File: config.mk
export PLATFORM = sky130hd
export DESIGN_NAME = front_panel_power_led_control
export DESIGN_NICKNAME = d
export VERILOG_FILES = /design/src/fp_pkg.sv /design/src/front_panel_power_led_control.sv
export SDC_FILE = /design/constraint.sdc
export NUM_CORES = 1
export LEC_CHECK = 0
export BUFFER_PORTS_ARGS = -buffer_cell sky130_fd_sc_hd__buf_2
export CAP_MARGIN = 20
export CORE_UTILIZATION = 45
export CTS_BUF_LIST = sky130_fd_sc_hd__clkbuf_16
export DETAILED_ROUTE_END_ITERATION = 16
export PLACE_DENSITY_LB_ADDON = 0.25
export SLEW_MARGIN = 25
export SYNTH_ARGS = -nofsm -noshare
export SYNTH_HDL_FRONTEND = slang
export SYNTH_SLANG_ARGS = --single-unit
File: constraint.sdc
create_clock -name clock -period 4.3 [get_ports clock]
set_input_delay 0.215 -clock clock [delete_from_list [all_inputs] [get_ports clock]]
set_output_delay 0.215 -clock clock [all_outputs]
set_load 0.05 [all_outputs]
File: src/fp_pkg.sv
package fp_pkg;

  // ----------------------------------------------------------------
  // timing
  // ----------------------------------------------------------------
  localparam int unsigned CLK_HZ = 100_000_000;
  localparam int unsigned DEBOUNCE_MS = 10;
  localparam int unsigned DEBOUNCE_CYC = CLK_HZ / 1000 * DEBOUNCE_MS;
  localparam int unsigned BLINK_HZ = 1;
  localparam int unsigned BLINK_HALF_CYC = CLK_HZ / (2 * BLINK_HZ);
  localparam int unsigned FORCE_OFF_MS = 4500;
  localparam int unsigned FORCE_OFF_CYC = CLK_HZ / 1000 * FORCE_OFF_MS;
  localparam int unsigned PULSE_CYC = 16;
  localparam int unsigned CNT_W = 32;
  localparam logic [2:0] ST_RESET = 3'h1;

  // ----------------------------------------------------------------
  // chipset and sequencer power states, faults and status LED
  // ----------------------------------------------------------------
  typedef enum logic [1:0] {
    ACPI_S0 = 2'h0,
    ACPI_S1 = 2'h1,
    ACPI_S5 = 2'h3
  } acpi_e;

  typedef enum logic [2:0] {
    PWR_OFF = 3'h1,
    PWR_UP = 3'h2,
    PWR_ON = 3'h4
  } pwr_e;

  typedef struct packed {
    logic fatal;
    logic nonFatal;
    logic degraded;
  } fault_s;

  typedef struct packed {
    logic greenOn;
    logic amberOn;
  } status_led_s;

endpackage : fp_pkg

File: src/front_panel_power_led_control.sv
`timescale 1ns/100ps
// Overview of operation
// - off: button or wake edge starts power-up
// - power-up drives power-good and reset outputs
// - when on, button only requests chipset, never supply
// - chipset off state drops supply on
// - unserviced firmware off request forces off, 4-5 s
// - ACPI OS present: button raises control interrupt
// - reset button forwarded to chipset always
// - identify press toggles ID LED
// - no ACPI: power LED follows DC power
// - ACPI: S5 off, S1 blink, S0 on
// - status LED shows most severe fault
// - amber overrides green status
// - combine external and own fault inputs
// - sensor fault tracks present sensor state
// - status held across power-down on standby
// - healthy solid green, degraded blinking green
// - non-fatal blinking amber, fatal solid amber
module front_panel_power_led_control #(
  // counts overridable so a bench can reach the button paths in a short run
  parameter int unsigned DEBOUNCE_LEN = fp_pkg::DEBOUNCE_CYC,
  parameter int unsigned FORCE_OFF_LEN = fp_pkg::FORCE_OFF_CYC
) (
  input wire logic clock,
  input wire logic nrst,
  input wire logic pwrButton,
  input wire logic rstButton,
  input wire logic idButton,
  input wire logic wakeEvent,
  input wire logic [1:0] acpiState,
  input wire logic acpiEnabled,
  input wire logic osPresent,
  input wire logic idCmdValid,
  input wire logic idCmdOn,
  input wire fp_pkg::fault_s ownFaults,
  input wire fp_pkg::fault_s extFaults,
  output logic supplyOnPin,
  output logic supplyGoodPin,
  output logic platformRstN,
  output logic pwrButtonReq,
  output logic systemControlInterrupt,
  output logic systemManagementInterrupt,
  output logic chipsetRstReq,
  output logic idLed,
  output logic pwrLed,
  output fp_pkg::status_led_s statusLed
);

  typedef struct packed {
    logic [2:0][1:0] sync;
    logic wakeS1;
    logic wakeS2;
    logic wakeD;
    logic [2:0] stable;
    logic [2:0][fp_pkg::CNT_W-1:0] dbCnt;
    fp_pkg::pwr_e pwr;
    logic [fp_pkg::CNT_W-1:0] offCnt;
    logic offPending;
    logic [fp_pkg::CNT_W-1:0] pulseCnt;
    logic [fp_pkg::CNT_W-1:0] blinkCnt;
    logic blink;
    logic supplyOn;
    logic good;
    logic rstN;
    logic btnReq;
    logic system_control_interrupt;
    logic system_management_interrupt;
    logic chipRst;
    logic id;
    logic led;
    fp_pkg::status_led_s status;
  } state_s;

  state_s cur_reg;
  state_s cur_next;
  logic [2:0] press;
  logic wakeEdge;
  fp_pkg::fault_s merged;

  // ----------------------------------------------------------------
  // button debounce
  // ----------------------------------------------------------------
  // press fires once on the debounced rising edge
  genvar gi;
  generate
    for (gi = 0; gi < 3; gi++) begin : g_btn
      assign press[gi] = (cur_reg.dbCnt[gi] == fp_pkg::CNT_W'(DEBOUNCE_LEN - 1))
                         && cur_reg.sync[gi][1] && !cur_reg.stable[gi];
    end
  endgenerate

  assign wakeEdge = cur_reg.wakeS2 != cur_reg.wakeD;
  assign merged = ownFaults | extFaults;

  // ----------------------------------------------------------------
  // next state
  // ----------------------------------------------------------------
  always_comb begin
    cur_next = cur_reg;
    cur_next.sync[0] = {cur_reg.sync[0][0], pwrButton};
    cur_next.sync[1] = {cur_reg.sync[1][0], rstButton};
    cur_next.sync[2] = {cur_reg.sync[2][0], idButton};
    cur_next.wakeS1 = wakeEvent;
    cur_next.wakeS2 = cur_reg.wakeS1;
    cur_next.wakeD = cur_reg.wakeS2;
    for (int i = 0; i < 3; i++) begin
      if (cur_reg.sync[i][1] == cur_reg.stable[i]) begin
        cur_next.dbCnt[i] = '0;
      end else if (cur_reg.dbCnt[i] == fp_pkg::CNT_W'(DEBOUNCE_LEN - 1)) begin
        cur_next.dbCnt[i] = '0;
        cur_next.stable[i] = cur_reg.sync[i][1];
      end else begin
        cur_next.dbCnt[i] = cur_reg.dbCnt[i] + 1'b1;
      end
    end

    // one-cycle request pulses
    cur_next.btnReq = 1'b0;
    cur_next.system_control_interrupt = 1'b0;
    cur_next.system_management_interrupt = 1'b0;
    cur_next.chipRst = press[1];

    unique case (cur_reg.pwr)
      fp_pkg::PWR_OFF: begin
        cur_next.offPending = 1'b0;
        if (press[0] || wakeEdge) begin
          cur_next.pwr = fp_pkg::PWR_UP;
          cur_next.supplyOn = 1'b1;
          cur_next.pulseCnt = '0;
        end
      end
      fp_pkg::PWR_UP: begin
        cur_next.pulseCnt = cur_reg.pulseCnt + 1'b1;
        if (cur_reg.pulseCnt == fp_pkg::CNT_W'(fp_pkg::PULSE_CYC - 1)) begin
          cur_next.good = 1'b1;
        end
        if (cur_reg.pulseCnt == fp_pkg::CNT_W'(2 * fp_pkg::PULSE_CYC - 1)) begin
          cur_next.rstN = 1'b1;
          cur_next.pwr = fp_pkg::PWR_ON;
        end
      end
      fp_pkg::PWR_ON: begin
        if (press[0]) begin
          // request only; supply stays up until chipset or timeout
          cur_next.btnReq = 1'b1;
          cur_next.system_control_interrupt = osPresent;
          cur_next.system_management_interrupt = !osPresent;
          // an os press must not leave a stale timer for a later firmware press
          if (!osPresent && !cur_reg.offPending) begin
            cur_next.offPending = 1'b1;
            cur_next.offCnt = '0;
          end
        end else if (cur_reg.offPending) begin
          cur_next.offCnt = cur_reg.offCnt + 1'b1;
        end
        // the os may choose to stay on; only the firmware path times out
        if ((acpiState == fp_pkg::ACPI_S5) || (cur_reg.offPending && !osPresent
            && cur_reg.offCnt == fp_pkg::CNT_W'(FORCE_OFF_LEN - 1))) begin
          cur_next.pwr = fp_pkg::PWR_OFF;
          cur_next.supplyOn = 1'b0;
          cur_next.good = 1'b0;
          cur_next.rstN = 1'b0;
          cur_next.offPending = 1'b0;
        end
      end
    endcase

    // identify: latest source wins
    if (press[2]) begin
      cur_next.id = !cur_reg.id;
    end else if (idCmdValid) begin
      cur_next.id = idCmdOn;
    end

    if (cur_reg.blinkCnt == fp_pkg::CNT_W'(fp_pkg::BLINK_HALF_CYC - 1)) begin
      cur_next.blinkCnt = '0;
      cur_next.blink = !cur_reg.blink;
    end else begin
      cur_next.blinkCnt = cur_reg.blinkCnt + 1'b1;
    end

    if (!acpiEnabled) begin
      cur_next.led = cur_reg.good;
    end else begin
      unique case (acpiState)
        fp_pkg::ACPI_S0: cur_next.led = 1'b1;
        fp_pkg::ACPI_S1: cur_next.led = cur_reg.blink;
        default: cur_next.led = 1'b0;
      endcase
    end

    // status runs regardless of power state, on standby
    cur_next.status.amberOn = 1'b0;
    cur_next.status.greenOn = 1'b0;
    if (merged.fatal) begin
      cur_next.status.amberOn = 1'b1;
    end else if (merged.nonFatal) begin
      cur_next.status.amberOn = cur_reg.blink;
    end else if (merged.degraded) begin
      cur_next.status.greenOn = cur_reg.blink;
    end else begin
      cur_next.status.greenOn = 1'b1;
    end
  end

  always_ff @(posedge clock or negedge nrst) begin
    if (!nrst) begin
      cur_reg <= '0;
      cur_reg.pwr <= fp_pkg::PWR_OFF;
    end else begin
      cur_reg <= cur_next;
    end
  end

  // ----------------------------------------------------------------
  // outputs
  // ----------------------------------------------------------------
  assign supplyOnPin = cur_reg.supplyOn;
  assign supplyGoodPin = cur_reg.good;
  assign platformRstN = cur_reg.rstN;
  assign pwrButtonReq = cur_reg.btnReq;
  assign systemControlInterrupt = cur_reg.system_control_interrupt;
  assign systemManagementInterrupt = cur_reg.system_management_interrupt;
  assign chipsetRstReq = cur_reg.chipRst;
  assign idLed = cur_reg.id;
  assign pwrLed = cur_reg.led;
  assign statusLed = cur_reg.status;

  // ----------------------------------------------------------------
  // checks
  // ----------------------------------------------------------------
  property p_off_start;
    @(posedge clock) disable iff (!nrst)
      (cur_reg.pwr == fp_pkg::PWR_OFF && wakeEdge) |=> supplyOnPin;
  endproperty
  a_off_start: assert property (p_off_start) else $error("no power-up on wake");

  property p_good_before_rst;
    @(posedge clock) disable iff (!nrst)
      $rose(platformRstN) |-> supplyGoodPin;
  endproperty
  a_good_before_rst: assert property (p_good_before_rst) else $error("reset before good");

  property p_btn_no_supply;
    @(posedge clock) disable iff (!nrst)
      (cur_reg.pwr == fp_pkg::PWR_ON && press[0] && acpiState != fp_pkg::ACPI_S5
       && !(cur_reg.offPending && cur_reg.offCnt ==
            fp_pkg::CNT_W'(FORCE_OFF_LEN - 1))) |=> supplyOnPin && pwrButtonReq;
  endproperty
  a_btn_no_supply: assert property (p_btn_no_supply) else $error("button cut supply");

  property p_s5_off;
    @(posedge clock) disable iff (!nrst)
      (cur_reg.pwr == fp_pkg::PWR_ON && acpiState == fp_pkg::ACPI_S5) |=> !supplyOnPin;
  endproperty
  a_s5_off: assert property (p_s5_off) else $error("supply on in S5");

  property p_sci;
    @(posedge clock) disable iff (!nrst)
      (cur_reg.pwr == fp_pkg::PWR_ON && press[0] && osPresent) |=> systemControlInterrupt;
  endproperty
  a_sci: assert property (p_sci) else $error("no control interrupt");

  property p_rst_fwd;
    @(posedge clock) disable iff (!nrst)
      press[1] |=> chipsetRstReq;
  endproperty
  a_rst_fwd: assert property (p_rst_fwd) else $error("reset not forwarded");

  property p_id_toggle;
    @(posedge clock) disable iff (!nrst)
      press[2] |=> idLed != $past(idLed);
  endproperty
  a_id_toggle: assert property (p_id_toggle) else $error("ID LED not toggled");

  property p_fatal;
    @(posedge clock) disable iff (!nrst)
      merged.fatal |=> statusLed.amberOn && !statusLed.greenOn;
  endproperty
  a_fatal: assert property (p_fatal) else $error("fatal not solid amber");

  property p_force_off;
    @(posedge clock) disable iff (!nrst)
      (cur_reg.pwr == fp_pkg::PWR_ON && cur_reg.offPending && !osPresent
       && cur_reg.offCnt == fp_pkg::CNT_W'(FORCE_OFF_LEN - 1)) |=> !supplyOnPin;
  endproperty
  a_force_off: assert property (p_force_off) else $error("no forced power-off");

  property p_led_s0;
    @(posedge clock) disable iff (!nrst)
      (acpiEnabled && acpiState == fp_pkg::ACPI_S0) |=> pwrLed;
  endproperty
  a_led_s0: assert property (p_led_s0) else $error("power LED dark in S0");

  property p_healthy;
    @(posedge clock) disable iff (!nrst)
      (merged == 3'h0) |=> statusLed.greenOn && !statusLed.amberOn;
  endproperty
  a_healthy: assert property (p_healthy) else $error("healthy not solid green");

  property p_id_cmd;
    @(posedge clock) disable iff (!nrst)
      (idCmdValid && !press[2]) |=> idLed == $past(idCmdOn);
  endproperty
  a_id_cmd: assert property (p_id_cmd) else $error("ID command ignored");

endmodule : front_panel_power_led_control

Yosys cells after proc, flatten, opt, wreduce, memory -nomap -nowiden:

Cells that the tools add are included.

* RAM bits: 0
* bits in latches: 0
* bits of input ports: 18
* output and inout port bits: 11
* ROM bits: 0
* logic and storage cells: 132
* memories: 0
* register bits after elaboration: 220

* shift-type cells: 0
* div/mod/pow operators: 0
* mux-type cells: 36
* reduce and logical (&&, ||, !) cells: 34
* $mul: 0
* add/subtract/negate cells: 6
* equality and inequality tests: 23
* $lt $le $gt $ge: 0
* bitwise logic cells: 4

Operators with widths (number)
* 32-bit 2-to-1 mux: 10
* 32-bit by 1-bit adder with 32-bit output (second input constant): 6
* 32-bit by 20-bit equality test with 1-bit output (second input constant): 3
* 32-bit one-hot mux with 2 select lines: 1
* 33-bit 2-to-1 mux: 1
* 32-bit by 26-bit equality test with 1-bit output (second input constant): 1
* 32-bit by 29-bit equality test with 1-bit output (second input constant): 1
* 32-bit by 4-bit equality test with 1-bit output (second input constant): 1
* 32-bit by 5-bit equality test with 1-bit output (second input constant): 1
* 3-bit 2-to-1 mux: 6
* 3-bit AND reduction: 6
* 1-bit 2-to-1 mux: 13
* 2-bit nonzero test: 5
* 1-bit logical AND: 9
* 3-bit one-hot mux with 3 select lines: 1
* 2-bit inequality test (second input constant): 4
* 2-bit AND reduction: 4
* 1-bit logical NOT: 7
* 3-bit inequality test (second input constant): 2
* 1-bit one-hot mux with 2 select lines: 3
* 2-bit one-hot mux with 2 select lines: 1
* 1-bit equality test: 3
* 3-bit by 1-bit equality test with 1-bit output (second input constant): 1
* 3-bit by 2-bit equality test with 1-bit output (second input constant): 1
* other kinds (9): 12

Logic depth before layout (Yosys ltp):

Gate-level depths: netlist of run 1.

* word-level depth: 6
* mapped depth: 8
* gate-level depth less buffers: 6

Least setup slack after synthesis of run 1:

Ideal clock, no wire load.

* path type: reg-to-reg
* from: reg cur_reg[118] (netlist name)
* to: reg cur_reg[76] (netlist name)
* setup time: 0.077 ns
* data required time: 4.223 ns
* period minus slack after synthesis: 2.588 ns
* path slack: 1.712 ns
* buffers on the path: 1
* stages on the path, launching flop included: 7
* data arrival time: 2.510 ns
* cells stage by stage: dfrtp_1 -> or4_1 -> or4_1 -> or3_1 -> buf_2 -> or4b_1 -> a21oi_1

* word-level cells in the longest chain between the ends: 5

RTL lines
* from (decl): line front_panel_power_led_control.sv:75 `state_s cur_reg;`
* from (signal assigned): line front_panel_power_led_control.sv:212 `cur_reg <= cur_next;`
* 32-bit by 20-bit equality test with 1-bit output: line front_panel_power_led_control.sv:88 `assign press[gi] = (cur_reg.dbCnt[gi] == fp_pkg::CNT_W'(DEBOUNCE_LEN - 1))`
* 1-bit logical AND (2 in series): line front_panel_power_led_control.sv:89 `&& cur_reg.sync[gi][1] && !cur_reg.stable[gi];`
* 3-bit inequality test (no source line)
* 3-bit AND reduction (no source line)

No other way between the ends.
A chain may end at the register's enable or synchronous reset.

Final worst setup path of run 1:

Same ends and word-level chain as after synthesis.

==> results.cfg, run 1 <==
[detailed_routing]
wl_per_cell_um = 15.7
via_per_inst = 5.68
antenna_left = 0
wirelength_um = 24500
drt_iter0_markers = 523
drc = 0
vias = 8830
firstDrtPassIters = 5

[global_routing]
antenna_found_initial = 0
grtUsageTotal_pct = 19.7
grt_max_degree = 115
grt_pass1_vias = 8438
grt_pass1_wl_um = 42200
overflow = 0

[finish]
final_area_um2 = 12500
drive_gt1_share_pct = 7.23
fin_nets = 1240
largest_register_ffs = 204
final_cells = 1555
areaGrowthSynthToFinish_pct = 11.7
antenna_cells = 0
final_util_pct = 51.4

[synth]
synth_cell_types = 55
synth.top_cells.by_area = dfrtp_1 (49%), xor2_1 (5.7%), nor2_1 (5.3%), nand3_1 (4.7%), nand4_1 (4.1%)
synth_top_family_by_area = simple AND/OR/NAND/NOR gates
synth_xor_area_share_pct = 9.53
postSynthCellCount = 1185
yosysTopAreaCell = dfrtp_1
syn_nets = 1209
synth-compound-area-share_pct = 6.35
ys.flop_type = dfrtp_1
yosysWarnings = 0
synthArstFlopShare_pct = 100
yosysSeqAreaShare_pct = 49.1
muxShareOfSynthArea_pct = 2.46
synth_top_area_share_pct = 48.9
synthSimpleGateAreaFrac_pct = 29.3
yosysMostFrequentCell = dfrtp_1
synth_area_per_cell_um2 = 9.46
syn_area_um2 = 11200
synth_edf_count = 0
synth-adder-area-share_pct = 0.670
ys_seq_elements = 220
ys_top_cells_by_count = dfrtp_1 (219), nor2_1 (158), nand3_1 (106)

[timing]
layout_min_cycle_time_ns = 2.95
hold_slack_ns = 0.0197
fmax_mhz = 339
finalHoldViolCount = 0
fin_worst_skew_ns = 0.0189
setup_tns_ns = 0
setup_violations = 0
finalCritPeriodShare_pct = 68.7
worstMarginPinSlew_ns = 1.01
drv_slew = 0
max_slew_margin_pct = 32.4
finalWorstSetupSlack_ns = 1.35
rsz0062_at_grt = no

[place]
pre_cts_slack_ns = 1.35
routabilityCongestion = 0.893
placed_area_um2 = 11700
post-dp-hpwl_um = 16200
port_buffers = 28
dp.cells = 1502

[clock_tree]
htreeDepth = 1
numCtsBuffers = 25
cts_tree = yes
cts_setup_buffers = 0
clk_pin_slew_ns = 0.06
clock-sinks = 220
insertion_delay_ns = 0.52
cts_root_buf = clkbuf_16
max-clock-path-buffers = 3
ctsResizeCount = 0

[worst_setup_path]
arrival_ns = 3.40
cp-end-kind = register
critPathKind = register to register
critical_path.max_fanout = 17
reg2reg_slack_ns = 1.35
startpoint_type = register
cp.required_ns = 4.75

[floorplanning]
io_pins = 29
die_area_um2 = 25600
start_util_pct = 46.0
rows = 57
core_um2 = 24400
die_x_um = 160
fp.dieH_um = 160

[power]
power.internal_mw = 3.30
p_clk_share_pct = 44.3
power_mw = 4.32
p_leak_nw = 5.41
ir_drop_uv = 240
combinationalPowerShare_pct = 5.3
power_density_nw_per_um2 = 345
p_sw_share_pct = 23.7
pwr-share-seq_pct = 50.4
p_switching_mw = 1.02

[run]
drv_cap = 0

[worst_hold_path]
worstHoldPathType = input port to register

[status]
status = completed
==> placed cells by master, fill, tap and decap left out, types with 4 or more instances in the layout <==
master	Yosys	routed
dfrtp_1	219	219
nor2_1	158	158
nand3_1	106	106
nand2_1	78	78
nand4_1	73	73
xor2_1	73	73
xnor2_1	49	49
nor4_1	41	39
o21ai_0	36	36
inv_1	25	31
and3_1	27	27
buf_2	1	27
nor3_1	27	26
clkbuf_16	0	25
a21oi_1	24	24
or3_1	23	23
mux2i_1	23	23
and4_1	22	22
buf_4	2	14
nor4b_1	13	13
a31oi_1	13	13
and2_1	12	12
dlygate4sd3_1	0	11
or4_1	8	8
nor2b_1	7	7
clkinv_1	0	7
or2_2	6	6
ha_1	6	6
nand2b_1	5	5
o21a_1	5	5
a211oi_1	5	5
mux2_2	4	4
==> routing by layer <==
layer / vias up / wire length, um / part of all wire [%] / global-route usage, %
li1: 4335 / - / - / -
met5: - / 0 / 0 / 0
met4: 0 / 447 / 1.8 / 4.72
met3: 41 / 983 / 4.0 / 2.70
met2: 154 / 11100 / 45 / 31.0
met1: 4300 / 12000 / 49 / 28.9
==> layout make-up <==
type	instances	area, um2
clock buffers	25	626
repair buffers	53	365
flip-flops and latches	220	5510
multi-input cells	891	5440
inverters	25	93.8
clock inverters	17	93.8
fillers	2315	11900
well taps	324	405
==> power by group through the flow <==
stage               clock, mW  combinational [mW]  sequential (mW)
finish                   1.91               0.228             2.18
global route             2.05               0.266             2.19
CTS                      1.97               0.234             2.18
detailed placement          0               0.226             2.21
global placement            0               0.217             2.21
floorplan                   0               0.119             2.22
==> worst max-delay path, cell delays in order (launching register included) <==
cell and delay [ns]:
dfrtp_1 0.43, or4_1 0.52, or4_1 0.55, or3_1 0.66, or4b_1 0.56, a21oi_1 0.16
==> final timing paths <==
check / end / depth (start not counted) / startpoint
setup / recovery: cur_reg[76] / 5 / cur_reg[118]
hold / removal: idLed / 3 / idCmdOn
setup reg to reg: cur_reg[76] / 5 / cur_reg[118]
hold reg to reg: cur_next[211] / 0 / cur_next[212]
max in group asynchronous: cur_reg[140] / 3 / nrst
min in group asynchronous: cur_reg[206] / 2 / nrst
==> cells by family (layout without fill, tap and decap cells) <==
| family | after synthesis | after routing |
|---|---|---|
| adders and majority gates | 6 | 6 |
| AOI/OAI and AO/OA | 113 | 113 |
| and+or+nand+nor | 623 | 623 |
| xor gates and xnor gates | 122 | 122 |
| DFF | 220 | 220 |
| muxes | 27 | 27 |
| buffers and inverters | 74 | 120 |
==> repair_timing <==
item                                    CTS  global route
endpoints found under the setup margin    0             0
hold buffers                             11             0
hold endpoints to repair                117             0
Note: power is estimated with default switching activity, not from simulation.
==> inputs of run 2 (changes only) <==
--- a/config.mk
+++ b/config.mk
@@ -5,6 +5,7 @@
 export SDC_FILE = /design/constraint.sdc
 export NUM_CORES = 1
 export LEC_CHECK = 0
+export ABC_AREA = 1
 export BUFFER_PORTS_ARGS = -buffer_cell sky130_fd_sc_hd__buf_2
 export CAP_MARGIN = 20
 export CORE_UTILIZATION = 45
==> constraint.sdc (replaced) <==
create_clock -name clock -period 2.6 [get_ports clock]
set_input_delay 0.13 -clock clock [delete_from_list [all_inputs] [get_ports clock]]
set_output_delay 0.13 -clock clock [all_outputs]
set_load 0.05 [all_outputs]
==> run 2 against run 1 <==
Compared with the run above: clock power rose by 85%; global-route usage rose by 1.8 points; via count rose by 31%; utilization fell by 0.073 points; routed wire length rose by 28%; largest power group unchanged.
==> results.cfg, run 2 <==
[status]
status = completed

[finish]
final_cells = 2301
multi_input_area_um2 = 6590
final_common_cell = nand2_1
final_cell_mix = nand2_1 (477), nor2_1 (351), inv_1 (231)
nFillCells = 2887
final_area_um2 = 14700
antenna_cells = 0
final_util_pct = 51.3
drive_gt1_share_pct = 6.68
areaGrowthSynthToFinish_pct = 12.0
fin_nets = 1924
largest_register_ffs = 204
seqCellArea_um2 = 5510

[synth]
yosysSeqAreaShare_pct = 41.9
ys_top_cells_by_count = nand2_1 (477), nor2_1 (351), inv_1 (227)
synth_top_area_share_pct = 41.7
synth_area_per_cell_um2 = 7.12
synth_cell_types = 39
yosysTopAreaCell = dfrtp_1
ys_seq_elements = 220
synth_edf_count = 0
ys.flop_type = dfrtp_1
yosysWarnings = 0
synthArstFlopShare_pct = 100
postSynthCellCount = 1846
synth.top_cells.by_area = dfrtp_1 (42%), nand2_1 (14%), nor2_1 (10%), inv_1 (6.5%), xor2_1 (6.5%)
yosysMostFrequentCell = nand2_1
syn_area_um2 = 13100
syn_nets = 1870

[floorplanning]
die_area_um2 = 29900
io_pins = 29
core_um2 = 28700
die_x_um = 173
start_util_pct = 45.8
fp.dieH_um = 173
rows = 62

[worst_setup_path]
critPathLaunch = cur_reg[112]
reg2reg_slack_ns = 0.49
critPathKind = register to register
cp-end-kind = register
critical_path.max_fanout = 16
critPathCapture = cur_reg[97]
r2r_cells = 12
r2r_end = cur_reg[97]
arrival_ns = 2.57
cp.required_ns = 3.06
r2r-start = cur_reg[112]
startpoint_type = register

[timing]
rsz0062_at_grt = no
finalWorstSetupSlack_ns = 0.491
layout_min_cycle_time_ns = 2.11
drv_slew = 0
finalHoldViolCount = 0
max_slew_margin_pct = 54.4
setup_violations = 0
finalCritPeriodShare_pct = 81.1
fmax_mhz = 474
fin_worst_skew_ns = 0.0123
worstMarginPinSlew_ns = 0.683
setup_tns_ns = 0
hold_slack_ns = 0.0554

[detailed_routing]
antenna_left = 0
wl_per_cell_um = 13.6
via_per_inst = 5.03
drt_iter0_markers = 838
firstDrtPassIters = 6
drc = 0
vias = 11600
wirelength_um = 31400

[global_routing]
grt_pass1_wl_um = 54100
grt_pass1_vias = 11300
overflow = 0
grtUsageTotal_pct = 21.5
antenna_found_initial = 0
grt_max_degree = 72

[place]
pre_cts_slack_ns = 0.531
routabilityCongestion = 0.900
placed_area_um2 = 13700
post-dp-hpwl_um = 23000
dp.cells = 2239
port_buffers = 28

[clock_tree]
clock-sinks = 220
clk_pin_slew_ns = 0.06
cts_tree = yes
htreeDepth = 1
cts_root_buf = clkbuf_16
max-clock-path-buffers = 3
ctsResizeCount = 0
numCtsBuffers = 25
insertion_delay_ns = 0.53

[run]
drv_cap = 0

[power]
ir_drop_uv = 465
power_mw = 7.92
p_leak_nw = 6.65
power_density_nw_per_um2 = 538

[worst_hold_path]
worstHoldPathType = input port to register
## run 2: cell count changes in the layout (fill, tap and decap cells not counted), sizes merged, moves of 22 or more
cell	change
inv	+206
nor2	+212
nand2	+408
nand3	+32
nor3	+60
mux2i	-23
xor2	+24
and3	-25
nor4	-31
and4	-22
or3	-23
## run 2: area by class of cell
type	count	area share (%)
multi-input cells	1362	44.8
flip-flops and latches	220	37.4
inverters	233	5.94
clock buffers	25	4.25
well taps	384	3.26
repair buffers	58	3.11
clock inverters	19	1.27
## run 2: kinds of logic after synthesis
family          synth area share (%)
xor+xnor                        8.40
flops                           41.9
fa+ha+maj                      0.571
mux                            0.171
simple gates                    38.3
compound gates                  2.68
buf+inv                         7.98
## run 2: routing by layer
| layer | vias to the layer above | share of wire [%] | global-route usage [%] | wire [um] |
|---|---|---|---|---|
| met4 | 0 | 2.2 | 5.68 | 688 |
| met1 | 5363 | 48 | 29.9 | 15000 |
| met2 | 245 | 46 | 35.5 | 14400 |
| li1 | 5899 | - | - | - |
| met3 | 64 | 4.1 | 2.79 | 1280 |
| met5 | - | 0 | 0 | 0 |
## run 2: worst min-delay path by stage
stage | start | end | slack (ns) | cells after the start
final | acpiState[0] | cur_reg[109] | 0.06 | 5
after global routing | acpiState[0] | cur_reg[109] | 0.08 | 5
after CTS | acpiState[0] | cur_reg[109] | 0.06 | 5
after detailed placement | nrst | cur_reg[202] | 0.15 | 1
after global placement | nrst | cur_reg[198] | 0.15 | 1
after floorplan | nrst | chipsetRstReq | -0.17 | 0
## run 2: critical path: stages (launching register included)
cell	delay, ns
dfrtp_1	0.39
ha_1	0.22
nand3_2	0.16
nor2_1	0.14
nand2_1	0.10
inv_2	0.06
nand3_2	0.09
nand2_2	0.10
inv_2	0.05
nor2_4	0.39
buf_12	0.20
nand2_1	0.06
nand2_1	0.06
## run 2: repair_timing
action	in CTS	in global routing
hold buffers	18	0
hold endpoints to repair	78	0
endpoints found under the setup margin	0	0
buffers inserted	0	0
## run 2: where the power goes
group          switching (mW)  internal, mW  total, mW  leakage [nW]
clock network            1.40          2.13       3.53         0.415
logic                   0.563         0.210      0.773          3.25
registers              0.0860          3.53       3.62          2.99
==> inputs of run 3 (changes only) <==
--- a/config.mk
+++ b/config.mk
@@ -5,7 +5,7 @@
 export SDC_FILE = /design/constraint.sdc
 export NUM_CORES = 1
 export LEC_CHECK = 0
-export ABC_AREA = 1
+export ABC_AREA = 0
 export BUFFER_PORTS_ARGS = -buffer_cell sky130_fd_sc_hd__buf_2
 export CAP_MARGIN = 20
 export CORE_UTILIZATION = 45
==> constraint.sdc (replaced) <==
create_clock -name clock -period 1.7 [get_ports clock]
set_input_delay 0.085 -clock clock [delete_from_list [all_inputs] [get_ports clock]]
set_output_delay 0.085 -clock clock [all_outputs]
set_load 0.05 [all_outputs]
==> run 3 against run 2 <==
Compared with the run above: global-route usage up 2.9 points; die area down 15%; the flow now finishes with violations (negative hold slack, negative setup slack); largest power group unchanged; clock power up 51%; hold slack worse by 0.060 ns; power up 51%; combinational power up 47%; utilization up 18 points; critical endpoint is now cur_reg[76]; clock-buffer cell count up 2; via count down 8.6%; sequential power up 51%; sequential share of layout area down 4.9 points; clock skew up 0.00075 ns.
==> results.cfg, run 3 (synthesis results as in run 1) <==
[status]
status = finished with violations
violations = negative hold slack, negative setup slack

[timing]
layout_min_cycle_time_ns = 2.55
finalCritPeriodShare_pct = 150
worstMarginPinSlew_ns = 0.600
fin_worst_skew_ns = 0.0130
finalHoldViolCount = 1
max_slew_margin_pct = 59.9
finalWorstSetupSlack_ns = -0.854
fmax_mhz = 392
rsz0062_at_grt = yes
setup_violations = 172
hold_slack_ns = -0.00438
drv_slew = 0

[detailed_routing]
drc = 0
firstDrtPassIters = 5
wirelength_um = 32300
vias = 10600
via_per_inst = 5.60
drt_iter0_markers = 628
wl_per_cell_um = 17.1
antenna_left = 0

[global_routing]
grt_pass1_vias = 10700
grtUsageTotal_pct = 24.4
antenna_found_initial = 0
grt_max_degree = 65
overflow = 0
grt_pass1_wl_um = 51800

[floorplanning]
start_util_pct = 46.0
io_pins = 29
die_area_um2 = 25600
core_um2 = 24400
die_x_um = 160
fp.dieH_um = 160
rows = 57

[place]
placed_area_um2 = 14300
post-dp-hpwl_um = 20400
routabilityCongestion = 0.874
port_buffers = 28
dp.cells = 1788

[finish]
drive_gt1_share_pct = 41.3
largest_register_ffs = 204
areaGrowthSynthToFinish_pct = 51.2
final_cells = 1890
final_common_cell = buf_4
fin_nets = 1572
final_cell_mix = buf_4 (285), dfrtp_1 (219), nand3_1 (86)
final_area_um2 = 17000
antenna_cells = 0

[worst_setup_path]
slowest_delay_ns = 0.56
crit_slowest_cell = or4_1
reg2reg_slack_ns = -0.85
cp-end-kind = register
startpoint_type = register
path_delay_family = simple AND/OR/NAND/NOR gates
arrival_ns = 3.01
critPathBufInv = 0
critPathKind = register to register
cp.required_ns = 2.16
critical_path.max_fanout = 3
crit_chain = or4_1 > or4_4 > or3_4 > or4b_4 > a21oi_2

[clock_tree]
cts_root_buf = clkbuf_16
max-clock-path-buffers = 3
htreeDepth = 1
numCtsBuffers = 26
clock-sinks = 220
clk_pin_slew_ns = 0.06
insertion_delay_ns = 0.53
cts_tree = yes

[power]
power_density_nw_per_um2 = 703
ir_drop_uv = 850
p_leak_nw = 7.48

[run]
drv_cap = 0

[worst_hold_path]
worstHoldPathType = input port to register
## run 3: through the flow
stage               setup WS [ns]  power [mW]  util [%]  hold slack (ns)  TNS [ns]
floorplan                  -0.864        5.96         -           -0.211    -26.83
global placement           -0.783        6.42      58.5           0.0747    -48.45
detailed placement         -0.801        6.44      58.5           0.0708    -53.54
CTS                        -0.784        11.9      66.0         0.000858    -49.93
global route               -0.891        12.4      69.5           0.0219    -76.25
finish                     -0.854        11.9      69.5         -0.00438    -62.45
## run 3: path summary, 6_finish.rpt
kind                               start            to  depth (start not counted)
max                         cur_reg[137]   cur_reg[76]                          5
min                         extFaults[1]  statusLed[0]                          3
max reg2reg                 cur_reg[137]   cur_reg[76]                          5
min reg2reg                cur_next[217]  cur_reg[217]                          0
max in group asynchronous           nrst  cur_reg[109]                          3
min in group asynchronous           nrst  cur_reg[180]                          2
## run 3: area by class of cell
cell class                      instances  area [um2]
Clock buffer                           27         676
Sequential cell                       220        5510
Multi-Input combinational cell        891        6800
Inverter                               25        93.8
Tap cell                              324         405
Clock inverter                         19         136
Fill cell                            1734        7440
Timing Repair Buffer                  384        3340
## run 3: routing by layer
metal	GRT usage, %	vias up	share of wire (%)
li1	-	5019	-
met1	32.5	5230	44
met3	3.01	73	4.2
met2	41.8	253	49
met5	0	-	0
met4	7.06	0	2.8
## run 3: worst min-delay path, delay by kind of cell
family                 cells  cell delay [ns]
AOI/OAI and AO/OA          1             0.14
buffers and inverters      1             0.10
and+or+nand+nor            1             0.11
## run 3: report_power, final
group          total, mW  internal (mW)  switching (mW)
combinational       1.14          0.522           0.623
clock               5.32           3.14            2.17
sequential          5.46           5.37          0.0945
## run 3: repair_timing
action / in CTS / in global routing
setup endpoints to repair: 190 / 197
hold endpoints to repair: 228 / 1
setup buffers: 25 / 13
gates cloned: 7 / 4
resized for setup: 115 / 205
pin swaps: 58 / 69
hold buffers: 14 / 3
